===== config.mk =====
export PLATFORM = sky130hd
export DESIGN_NAME = iep_ctl
export DESIGN_NICKNAME = d
export VERILOG_FILES = /design/src/iep_pkg.sv /design/src/iep_sync.sv /design/src/iep_ctl.sv
export VERILOG_INCLUDE_DIRS = /design/src
export SDC_FILE = /design/constraint.sdc
export NUM_CORES = 1
export LEC_CHECK = 0
export BUFFER_PORTS_ARGS = -buffer_cell sky130_fd_sc_hd__buf_4
export CORE_ASPECT_RATIO = 1.2
export CORE_MARGIN = 5
export CORE_UTILIZATION = 45
export CTS_CLUSTER_DIAMETER = 50
export DETAILED_ROUTE_END_ITERATION = 8
export HOLD_SLACK_MARGIN = 0.08
export PLACE_DENSITY = 0.68
export SYNTH_ARGS = -nofsm -noshare
export SYNTH_HDL_FRONTEND = slang
export SYNTH_SLANG_ARGS = --single-unit

===== constraint.sdc =====
create_clock -name CLOCK -period 2.98 [get_ports CLOCK]
set_input_delay 0 -clock CLOCK [delete_from_list [all_inputs] [get_ports CLOCK]]
set_output_delay 0 -clock CLOCK [all_outputs]
set_load 0.02 [all_outputs]

===== src/iep_cfg.svh =====
// Constants of the interrupt enable and protect control block
// Behaviour
// - The misc instruction violation is the AND of class-B decode, delta zero, guard flag and protect switch.
// - Only that transform-level violation is flagged here; all other cases belong elsewhere.
// - After the enable-interrupt, a register-type instruction sets interrupt-enabled at the next read-next cycle.
// - After the enable-interrupt, a storage or enhanced instruction sets it only at the end-of-emulation increment.
// - The end-of-emulation increment is micro bits 2..5 equal to 1011 with the gate clock.
// - Setting interrupt-enabled clears the pre-enable bit in hardware; here a CTRL write of pre-enable 1 in the same cycle keeps it set.
// - The inhibit-or-false output goes low for instruction 0500 hex or a false-interrupt flag of 1.
// - Normally the destination-strobe permit is set high at phase T3 so the T4 strobe may occur.
// - While the gated transform strobe is low the permit is held low.
// - A fetch-and-transform of a storage or enhanced instruction drives the halt-interrupt block low.
// - The end-of-emulation increment returns the halt-interrupt block high.
// - The delayed master clear forces the halt-interrupt block high.
// - A fetch-and-transform sets the fault-detect enable bit at the gate clock edge.
`ifndef IEP_CFG_SVH
`define IEP_CFG_SVH
`define IEP_AW          8
`define IEP_OFS_CTRL    8'h00
`define IEP_OFS_STATUS  8'h04
`define IEP_OFS_IRQ_ST  8'h08
`define IEP_OFS_IRQ_MSK 8'h0c
`define IEP_CTRL_PRE    0
`define IEP_CTRL_IE     1
`define IEP_CTRL_FDE    2
`define IEP_IRQ_W       3
`define IEP_IRQ_VIOL    0
`define IEP_IRQ_IE      1
`define IEP_IRQ_HIB     2
`define IEP_OP_INHIBIT  16'h0500
`define IEP_SUBFN_CLASS_B 4'hb
`define IEP_SUBINC_CODE 4'hb
`define IEP_RST_HIB     1'b1
`define IEP_RST_INH_N   1'b1
`define IEP_SYNC_STAGES 3
`endif


===== src/iep_pkg.sv =====
// Types of the interrupt enable and protect control block
package iep_pkg;
   typedef enum logic [1:0] {
      IEP_SQ_IDLE = 2'b00,
      IEP_SQ_WAIT = 2'b01
   } iep_seq_t;

   typedef struct packed {
      logic        pready;
      logic [31:0] prdata;
      logic        pslverr;
      logic        irq;
      logic        pre_en;
      logic        ie;
      logic        fde;
      logic        viol;
      logic        inh_n;
      logic        dsp;
      logic        hib;
      iep_seq_t    seq;
      logic [2:0]  irq_stat;
      logic [2:0]  irq_mask;
      logic        prev_gate;
      logic        prev_t3;
   } iep_state_t;
endpackage : iep_pkg


===== src/iep_sync.sv =====
// Three-stage input synchroniser with agreement filter
`timescale 1ns/1ps
module iep_sync #(
   parameter int W = 8
) (
   input  wire logic         CLOCK,
   input  wire logic         SRST,
   input  wire logic [W-1:0] din,
   output logic      [W-1:0] dout
);
   typedef struct packed {
      logic [W-1:0] s1;
      logic [W-1:0] s2;
      logic [W-1:0] s3;
      logic [W-1:0] filt;
   } iep_sync_st_t;

   iep_sync_st_t st_r;
   iep_sync_st_t st_nxt;

   // Stage one feeds stage two only; filter looks at two and three
   always_comb
   begin
      st_nxt    = st_r;
      st_nxt.s1 = din;
      st_nxt.s2 = st_r.s1;
      st_nxt.s3 = st_r.s2;
      for (int i = 0; i < W; i++)
      begin
         if (st_r.s2[i] == st_r.s3[i])
         begin
            st_nxt.filt[i] = st_r.s2[i];
         end
      end
   end

   // Registered state
   always_ff @(posedge CLOCK)
   begin
      if (SRST)
      begin
         st_r <= '0;
      end
      else
      begin
         st_r <= st_nxt;
      end
   end

   assign dout = st_r.filt;
endmodule : iep_sync


===== src/iep_ctl.sv =====
// Interrupt enable sequencing, protect violation and strobe block logic
`timescale 1ns/1ps
`include "iep_cfg.svh"
module iep_ctl (
   input  wire logic                CLOCK,
   input  wire logic                SRST,
   input  wire logic                PSEL,
   input  wire logic                PENABLE,
   input  wire logic                PWRITE,
   input  wire logic [`IEP_AW-1:0]  PADDR,
   input  wire logic [31:0]         PWDATA,
   output logic                     PREADY,
   output logic      [31:0]         PRDATA,
   output logic                     PSLVERR,
   output logic                     IRQ,
   input  wire logic                TRANSFORM_SELECT,
   input  wire logic                MICRO_REGISTER_GATE_CLOCK,
   input  wire logic                PHASE_T3,
   input  wire logic                GATED_TRANSFORM_STROBE_N,
   input  wire logic                DELAYED_MASTER_CLEAR_N,
   input  wire logic                MACRO_FETCH_TRANSFORM,
   input  wire logic                ENHANCED_INSTR,
   input  wire logic                MEMORY_GUARD_FLAG,
   input  wire logic                PROTECT_SWITCH,
   input  wire logic                FALSE_INTERRUPT_FLAG,
   input  wire logic [15:0]         INSTR,
   input  wire logic [3:0]          MICRO_BITS,
   output logic                     MISC_INSTR_VIOLATION,
   output logic                     INHIBIT_OR_FALSE_N,
   output logic                     DEST_STROBE_PERMIT,
   output logic                     HALT_INTERRUPT_BLOCK,
   output logic                     INTERRUPT_PRE_ENABLE_BIT,
   output logic                     INTERRUPT_ENABLED_BIT,
   output logic                     FAULT_DETECT_ENABLE
);
   localparam int SW = 30;

   localparam iep_pkg::iep_state_t ST_RST = '{
      pready:   1'b0,
      prdata:   32'h0000_0000,
      pslverr:  1'b0,
      irq:      1'b0,
      pre_en:   1'b0,
      ie:       1'b0,
      fde:      1'b0,
      viol:     1'b0,
      inh_n:    `IEP_RST_INH_N,
      dsp:      1'b0,
      hib:      `IEP_RST_HIB,
      seq:      iep_pkg::IEP_SQ_IDLE,
      irq_stat: 3'h0,
      irq_mask: 3'h0,
      prev_gate: 1'b0,
      prev_t3:  1'b0
   };

   iep_pkg::iep_state_t st_r;
   iep_pkg::iep_state_t st_nxt;

   logic [SW-1:0] raw;
   logic [SW-1:0] syn;
   logic          s_xsel;
   logic          s_gate;
   logic          s_t3;
   logic          s_gxt_n;
   logic          s_mclr_n;
   logic          s_mft;
   logic          s_enh;
   logic          s_mg;
   logic          s_ps;
   logic          s_false;
   logic [15:0]   s_instr;
   logic [3:0]    s_mb;
   logic          gate_ev;
   logic          t3_ev;
   logic          f_zero;
   logic          d_zero;
   logic          subfn_b;
   logic          class_b;
   logic          rr_cond;
   logic          mem_or_enh;
   logic          xg;
   logic          sub_inc;
   logic          set_now;
   logic          set_late;
   logic          ie_set;
   logic          setup;
   logic          wr_acc;
   logic          wr_ctrl;
   logic          wr_ist;
   logic          wr_msk;

   // All control pins except the APB bus cross in through the three-stage filter
   assign raw = {TRANSFORM_SELECT, MICRO_REGISTER_GATE_CLOCK, PHASE_T3,
                 GATED_TRANSFORM_STROBE_N, DELAYED_MASTER_CLEAR_N,
                 MACRO_FETCH_TRANSFORM, ENHANCED_INSTR, MEMORY_GUARD_FLAG,
                 PROTECT_SWITCH, FALSE_INTERRUPT_FLAG, INSTR, MICRO_BITS};

   iep_sync #(
      .W    (SW)
   ) u_sync (
      .CLOCK (CLOCK),
      .SRST  (SRST),
      .din   (raw),
      .dout  (syn)
   );

   assign {s_xsel, s_gate, s_t3, s_gxt_n, s_mclr_n, s_mft, s_enh, s_mg,
           s_ps, s_false, s_instr, s_mb} = syn;

   // Phase events; the hardware enable set, fetch decode and T3 permit set move only on these
   assign gate_ev = s_gate & ~st_r.prev_gate;
   assign t3_ev   = s_t3 & ~st_r.prev_t3;

   // Instruction field decode
   assign f_zero     = (s_instr[15:12] == 4'h0);
   assign d_zero     = (s_instr[7:0] == 8'h00);
   assign subfn_b    = (s_instr[11:8] == `IEP_SUBFN_CLASS_B);
   assign class_b    = f_zero & subfn_b;
   // Enhanced instructions always take the late path, whatever their fields
   assign rr_cond    = f_zero & ~s_enh & (s_instr[4] | ~s_instr[5] | ~d_zero)
                       & (subfn_b | ~d_zero);
   assign mem_or_enh = ~f_zero | s_enh;
   assign xg         = s_xsel & gate_ev;

   // End-of-emulation increment decode
   assign sub_inc = (s_mb == `IEP_SUBINC_CODE) & gate_ev;

   // Pre-enable arms both paths; firmware sets it
   assign set_now  = st_r.pre_en & xg & rr_cond;
   assign set_late = (st_r.seq == iep_pkg::IEP_SQ_WAIT) & sub_inc;
   assign ie_set   = set_now | set_late;

   // Bus phase decode
   assign setup   = PSEL & ~PENABLE;
   assign wr_acc  = PSEL & PENABLE & PWRITE & st_r.pready;
   assign wr_ctrl = wr_acc & (PADDR == `IEP_OFS_CTRL);
   assign wr_ist  = wr_acc & (PADDR == `IEP_OFS_IRQ_ST);
   assign wr_msk  = wr_acc & (PADDR == `IEP_OFS_IRQ_MSK);

   // Next-state logic for the whole block
   always_comb
   begin
      st_nxt           = st_r;
      st_nxt.prev_gate = s_gate;
      st_nxt.prev_t3   = s_t3;

      // Software writes first so hardware sets win a collision
      if (wr_ctrl)
      begin
         st_nxt.pre_en = PWDATA[`IEP_CTRL_PRE];
         st_nxt.ie     = PWDATA[`IEP_CTRL_IE];
         st_nxt.fde    = PWDATA[`IEP_CTRL_FDE];
      end
      if (wr_msk)
      begin
         st_nxt.irq_mask = PWDATA[`IEP_IRQ_W-1:0];
      end

      // Enable sequencing; a fresh firmware arm beats the clear
      if (ie_set)
      begin
         st_nxt.ie = 1'b1;
         if (!(wr_ctrl && PWDATA[`IEP_CTRL_PRE]))
         begin
            st_nxt.pre_en = 1'b0;
         end
      end
      case (st_r.seq)
         iep_pkg::IEP_SQ_IDLE:
         begin
            if (st_r.pre_en && xg && !rr_cond)
            begin
               st_nxt.seq = iep_pkg::IEP_SQ_WAIT;
            end
         end
         iep_pkg::IEP_SQ_WAIT:
         begin
            if (sub_inc || !st_nxt.pre_en)
            begin
               st_nxt.seq = iep_pkg::IEP_SQ_IDLE;
            end
         end
         default:
         begin
            st_nxt.seq = iep_pkg::IEP_SQ_IDLE;
         end
      endcase

      // Fault detection armed by every fetch-and-transform
      if (gate_ev && s_mft)
      begin
         st_nxt.fde = 1'b1;
      end

      // Only the misc class is judged here
      st_nxt.viol  = class_b & d_zero & s_mg & s_ps;
      st_nxt.inh_n = ~((s_instr == `IEP_OP_INHIBIT) | s_false);

      // Gated strobe low overrides the T3 set
      if (!s_gxt_n)
      begin
         st_nxt.dsp = 1'b0;
      end
      else if (t3_ev)
      begin
         st_nxt.dsp = 1'b1;
      end

      // Clear and end of emulation both release the block
      if (!s_mclr_n)
      begin
         st_nxt.hib = 1'b1;
      end
      else if (sub_inc)
      begin
         st_nxt.hib = 1'b1;
      end
      else if (xg && s_mft && mem_or_enh)
      begin
         st_nxt.hib = 1'b0;
      end

      // Sticky events, clear by one, set beats clear
      if (wr_ist)
      begin
         st_nxt.irq_stat = st_r.irq_stat & ~PWDATA[`IEP_IRQ_W-1:0];
      end
      if (st_nxt.viol && !st_r.viol)
      begin
         st_nxt.irq_stat[`IEP_IRQ_VIOL] = 1'b1;
      end
      if (ie_set)
      begin
         st_nxt.irq_stat[`IEP_IRQ_IE] = 1'b1;
      end
      if (!st_nxt.hib && st_r.hib)
      begin
         st_nxt.irq_stat[`IEP_IRQ_HIB] = 1'b1;
      end
      st_nxt.irq = |(st_nxt.irq_stat & st_nxt.irq_mask);

      // Zero-wait slave: answer prepared in the setup cycle
      st_nxt.pready  = setup;
      st_nxt.prdata  = 32'h0000_0000;
      st_nxt.pslverr = 1'b0;
      if (setup)
      begin
         if (PADDR == `IEP_OFS_CTRL)
         begin
            st_nxt.prdata[`IEP_CTRL_PRE] = st_r.pre_en;
            st_nxt.prdata[`IEP_CTRL_IE]  = st_r.ie;
            st_nxt.prdata[`IEP_CTRL_FDE] = st_r.fde;
         end
         else if (PADDR == `IEP_OFS_STATUS)
         begin
            st_nxt.prdata[5:0] = {st_r.seq == iep_pkg::IEP_SQ_WAIT, st_r.hib,
                                  st_r.dsp, st_r.inh_n, st_r.viol, st_r.irq};
         end
         else if (PADDR == `IEP_OFS_IRQ_ST)
         begin
            st_nxt.prdata[`IEP_IRQ_W-1:0] = st_r.irq_stat;
         end
         else if (PADDR == `IEP_OFS_IRQ_MSK)
         begin
            st_nxt.prdata[`IEP_IRQ_W-1:0] = st_r.irq_mask;
         end
         else
         begin
            st_nxt.pslverr = 1'b1;                         // Unmapped answers error
         end
      end
   end

   // Single state register
   always_ff @(posedge CLOCK)
   begin
      if (SRST)
      begin
         st_r <= ST_RST;
      end
      else
      begin
         st_r <= st_nxt;
      end
   end

   // Every output straight from the state register
   assign PREADY                   = st_r.pready;
   assign PRDATA                   = st_r.prdata;
   assign PSLVERR                  = st_r.pslverr;
   assign IRQ                      = st_r.irq;
   assign MISC_INSTR_VIOLATION     = st_r.viol;
   assign INHIBIT_OR_FALSE_N       = st_r.inh_n;
   assign DEST_STROBE_PERMIT       = st_r.dsp;
   assign HALT_INTERRUPT_BLOCK     = st_r.hib;
   assign INTERRUPT_PRE_ENABLE_BIT = st_r.pre_en;
   assign INTERRUPT_ENABLED_BIT    = st_r.ie;
   assign FAULT_DETECT_ENABLE      = st_r.fde;

   // Checks on the block's own behaviour
   a_viol_gate: assert property (
      @(posedge CLOCK) disable iff (SRST)
      MISC_INSTR_VIOLATION |-> $past(s_mg) && $past(s_ps) && $past(d_zero))
      else $error("violation without guard, switch and zero delta");

   a_viol_class: assert property (
      @(posedge CLOCK) disable iff (SRST)
      !$past(class_b) |-> !MISC_INSTR_VIOLATION)
      else $error("violation flagged outside the misc class");

   a_ie_now: assert property (
      @(posedge CLOCK) disable iff (SRST)
      set_now |=> INTERRUPT_ENABLED_BIT && st_r.irq_stat[`IEP_IRQ_IE])
      else $error("register-type follow-up did not enable interrupts");

   a_ie_late: assert property (
      @(posedge CLOCK) disable iff (SRST)
      (st_r.pre_en && xg && !rr_cond && st_r.seq == iep_pkg::IEP_SQ_IDLE)
      |=> !set_now throughout (st_r.seq == iep_pkg::IEP_SQ_WAIT)[*1])
      else $error("storage follow-up did not wait for the increment");

   a_inc_decode: assert property (
      @(posedge CLOCK) disable iff (SRST)
      (st_r.seq == iep_pkg::IEP_SQ_WAIT && s_mb != `IEP_SUBINC_CODE && st_r.pre_en
       && !(wr_ctrl && !PWDATA[`IEP_CTRL_PRE])) |=> st_r.seq == iep_pkg::IEP_SQ_WAIT)
      else $error("wrong micro code ended the wait");

   a_pre_clear: assert property (
      @(posedge CLOCK) disable iff (SRST)
      (ie_set && !(wr_ctrl && PWDATA[`IEP_CTRL_PRE])) |=> !INTERRUPT_PRE_ENABLE_BIT)
      else $error("pre-enable survived the enable");

   a_inh_low: assert property (
      @(posedge CLOCK) disable iff (SRST)
      (s_false || s_instr == `IEP_OP_INHIBIT) |=> !INHIBIT_OR_FALSE_N)
      else $error("inhibit or false interrupt not signalled");

   a_dsp_t3: assert property (
      @(posedge CLOCK) disable iff (SRST)
      (t3_ev && s_gxt_n) |=> DEST_STROBE_PERMIT)
      else $error("permit not raised at T3");

   a_dsp_block: assert property (
      @(posedge CLOCK) disable iff (SRST)
      !s_gxt_n ##1 !s_gxt_n |-> !DEST_STROBE_PERMIT ##1 !DEST_STROBE_PERMIT)
      else $error("permit high while gated strobe low");

   a_hib_low: assert property (
      @(posedge CLOCK) disable iff (SRST)
      (xg && s_mft && mem_or_enh && !sub_inc && s_mclr_n) |=> !HALT_INTERRUPT_BLOCK)
      else $error("halt block not asserted on fetch");

   a_hib_end: assert property (
      @(posedge CLOCK) disable iff (SRST)
      sub_inc |=> HALT_INTERRUPT_BLOCK)
      else $error("halt block not released by increment");

   a_hib_clear: assert property (
      @(posedge CLOCK) disable iff (SRST)
      $fell(s_mclr_n) |=> HALT_INTERRUPT_BLOCK)
      else $error("halt block not forced by master clear");

   a_fde_set: assert property (
      @(posedge CLOCK) disable iff (SRST)
      (gate_ev && s_mft) |=> FAULT_DETECT_ENABLE)
      else $error("fault detect not set on fetch");

   a_ie_event: assert property (
      @(posedge CLOCK) disable iff (SRST)
      $rose(INTERRUPT_ENABLED_BIT) |-> $past(gate_ev) || $past(wr_ctrl))
      else $error("enable moved without a gate event");

   a_irq_level: assert property (
      @(posedge CLOCK) disable iff (SRST)
      IRQ == |(st_r.irq_stat & st_r.irq_mask))
      else $error("interrupt output disagrees with status and mask");

   a_apb_ready: assert property (
      @(posedge CLOCK) disable iff (SRST)
      setup |=> PREADY ##1 !PREADY)
      else $error("bus answer not one cycle after setup");

endmodule : iep_ctl


==> reports/qor.csv <==
metric;value;unit
pwr-share-clk;48.7;%
drv_cap;0;
powerDensity;691;mW/mm²
cp_max_fo;5;
crit_path_end_kind;register;
wirelength;8090;µm
antenna_found_initial;0;
gr-total-overflow;0;
preCtsSetupSlack;0.935;ns
ys.warnings.count;0;
syn2layout_area_growth;30.3;%
worstSetupPathType;input port to register;
synth_async_sr_flop_share;0;%
finClkSkew;0.00419;ns
synth_edf_count;0;
num_rows;41;
dr.pass1.iters;4;
nets;635;
clk_pin_slew;0.06;ns
postSynthCellCount;459;
post-route-min-period;2.19;ns
switching_share;19.6;%
cp.arrival;2.52;ns
ys_ff_latch;145;
dp_cells;627;
syn_area;0.00478;mm²
cts_resized;0;
die_area;0.0128;mm²
switching_power;842;µW
slew_viol_final;0;
slew-limit-headroom;44.1;%
rsz0062_at_grt;false;
track_usage;13.2;%
period_share;73.4;%
holdCritPathClass;input port to register;
fmax;0.457;GHz
placed_area;0.00520;mm²
fin_cells;702;
tritoncts;built;
avgViaCountPerCell;4.57;
p_comb_share;4.7;%
p_int;3.46;mW
core-area;0.0105;mm²
start_util;45.7;%
critPathRequiredTime;3.31;ns
run_status;finished, final reports clean;
n_antenna_cell;0;
antenna_left;0;
grt_first_pass_wirelength;13800;µm
setup_slack;0.791;ns
p_seq_share;46.7;%
fin_area;0.00623;mm²
synth.yosys.seq_area_share;60.7;%
htree_levels;4;
drt_iter0_markers;161;
ios;117;
tritoncts.num_buffers;17;
synth.avg_cell_area;10.4;µm²
worst_pin_slew;0.839;ns
layout-drive-gt1-share;18.0;%
grt_pass1_vias;3099;
insertion_delay;0.40;ns
synthFlopType;dfxtp_1;
gp_congestion;0.761;
setup_viol;0;
clk_path_buf_depth;2;
die_w;104;µm
p_leak;2.53;nW
port_buffers;61;
drcViolationCount;0;
fp.dieH;123;µm
cts.sinks;145;
worstSetupStartpointType;input port;
grt_max_degree;91;
root_buffer;clkbuf_16;
hpwl;5020;µm
final_core_util;59.5;%
irDropWorstVdd;0.385;mV
synthDistinctLibCells;36;
vias;3210;
finalHoldViolations;0;
wl_per_cell;11.5;µm
fin_setup_tns;0;ns
critical path, stage by stage:
cell           delay, ns
dlygate4sd3_1       0.55
buf_4               0.14
or4_4               0.43
nor3_1              0.56
nand3_1             0.12
dlygate4sd3_1       0.58
a21oi_1             0.13
flip-flops by register name, indices dropped and copies added (netlist names):
signal                    cells
DEST_STROBE_PERMIT            1
PREADY                        1
HALT_INTERRUPT_BLOCK          1
st_r                          9
PSLVERR                       1
FAULT_DETECT_ENABLE           1
u_sync.st_r                  30
INTERRUPT_PRE_ENABLE_BIT      1
u_sync.st_nxt                60
PRDATA                        6
u_sync.dout                  30
IRQ                           1
MISC_INSTR_VIOLATION          1
INTERRUPT_ENABLED_BIT         1
INHIBIT_OR_FALSE_N            1
placed cells by master, fill, tap and decap left out, types with 4 or more instances in the layout:
cell type      instances
a21oi_1               36
and3_1                 4
buf_4                 62
clkbuf_1               4
clkbuf_16             17
conb_1                26
dfxtp_1              145
dlygate4sd3_1         43
inv_1                  6
mux2i_1                4
nand2_1               39
nand3_1                4
nor2_1                 6
nor2b_1               96
nor4_1                 4
o21ai_0               30
or2_2                  4
synth_stat cells (all sizes together) (4+ instances only):
master / number / area (µm²)
a21oi: 36 / 180
and3: 4 / 25.0
buf: 34 / 248
clkbuf: 14 / 52.6
dfxtp: 145 / 2900
inv: 6 / 22.5
mux2i: 4 / 40.0
nand2: 39 / 146
nand3: 4 / 20.0
nor2: 6 / 22.5
nor2b: 96 / 601
nor4: 4 / 25.0
o21ai: 31 / 159
or2: 4 / 25.0
what timing repair did:
| item | CTS | global route |
|---|---|---|
| hold buffers | 43 | 0 |
| setup buffers | 0 | 0 |
| endpoints found under the hold margin | 44 | 0 |
layer usage:
layer	track usage [%]	vias to the layer above	part of all wire (%)
li1	-	1670	-
met1	14.6	1458	44
met2	22.9	71	49
met3	5.00	11	5.2
met4	5.83	0	1.8
met5	0	-	0
final timing paths:
kind,from,cells past startpoint,to,slack (ns)
worst max-delay path,PADDR[6],7,INTERRUPT_PRE_ENABLE_BIT$_SDFF_PP0_,0.79
worst min-delay path,PADDR[4],5,st_r[2]$_SDFF_PP0_,0.19
worst max register to register,u_sync.dout[16]$_SDFFE_PP0N_,5,IRQ$_SDFF_PP0_,0.88
worst min register to register,u_sync.st_nxt[77]$_SDFF_PP0_,1,u_sync.st_nxt[47]$_SDFF_PP0_,0.43
stage by stage:
step,hold WS [ns],power [mW]
final,0.189,4.30
after CTS,0.160,4.35
after floorplan,0.113,2.17
after global routing,0.201,4.46
after detailed placement,0.215,2.21
after global placement,0.210,2.20
area by class of cell:
type / count / area (µm²)
Timing Repair Buffer: 105 / 896
Fill cell: 907 / 4240
Clock buffer: 23 / 468
Inverter: 6 / 22.5
Clock inverter: 9 / 130
Sequential cell: 145 / 2900
Multi-Input combinational cell: 285 / 1650
Tap cell: 129 / 161
power groups by stage:
stage | Combinational [mW] | Clock (mW) | Sequential (mW)
3_5_place_dp | 0.157 | 0 | 2.05
4_1_cts | 0.200 | 2.14 | 2.01
5_1_grt | 0.221 | 2.23 | 2.01
3_3_place_gp | 0.153 | 0 | 2.05
2_1_floorplan | 0.123 | 0 | 2.05
6_report | 0.201 | 2.09 | 2.01
logic make-up (layout without fill, tap and decap cells):
logic type | after synthesis | in the layout | share of synthesized area [%]
AND/OR/NAND/NOR | 176 | 176 | 21.2
buffers and inverters | 54 | 143 | 6.76
flip-flops | 145 | 145 | 60.7
multiplexers | 8 | 8 | 2.57
AO/OA/AOI/OAI | 75 | 75 | 8.61
other | 1 | 26 | 0.0785
No activity file was read; power rests on OpenSTA's default activity.
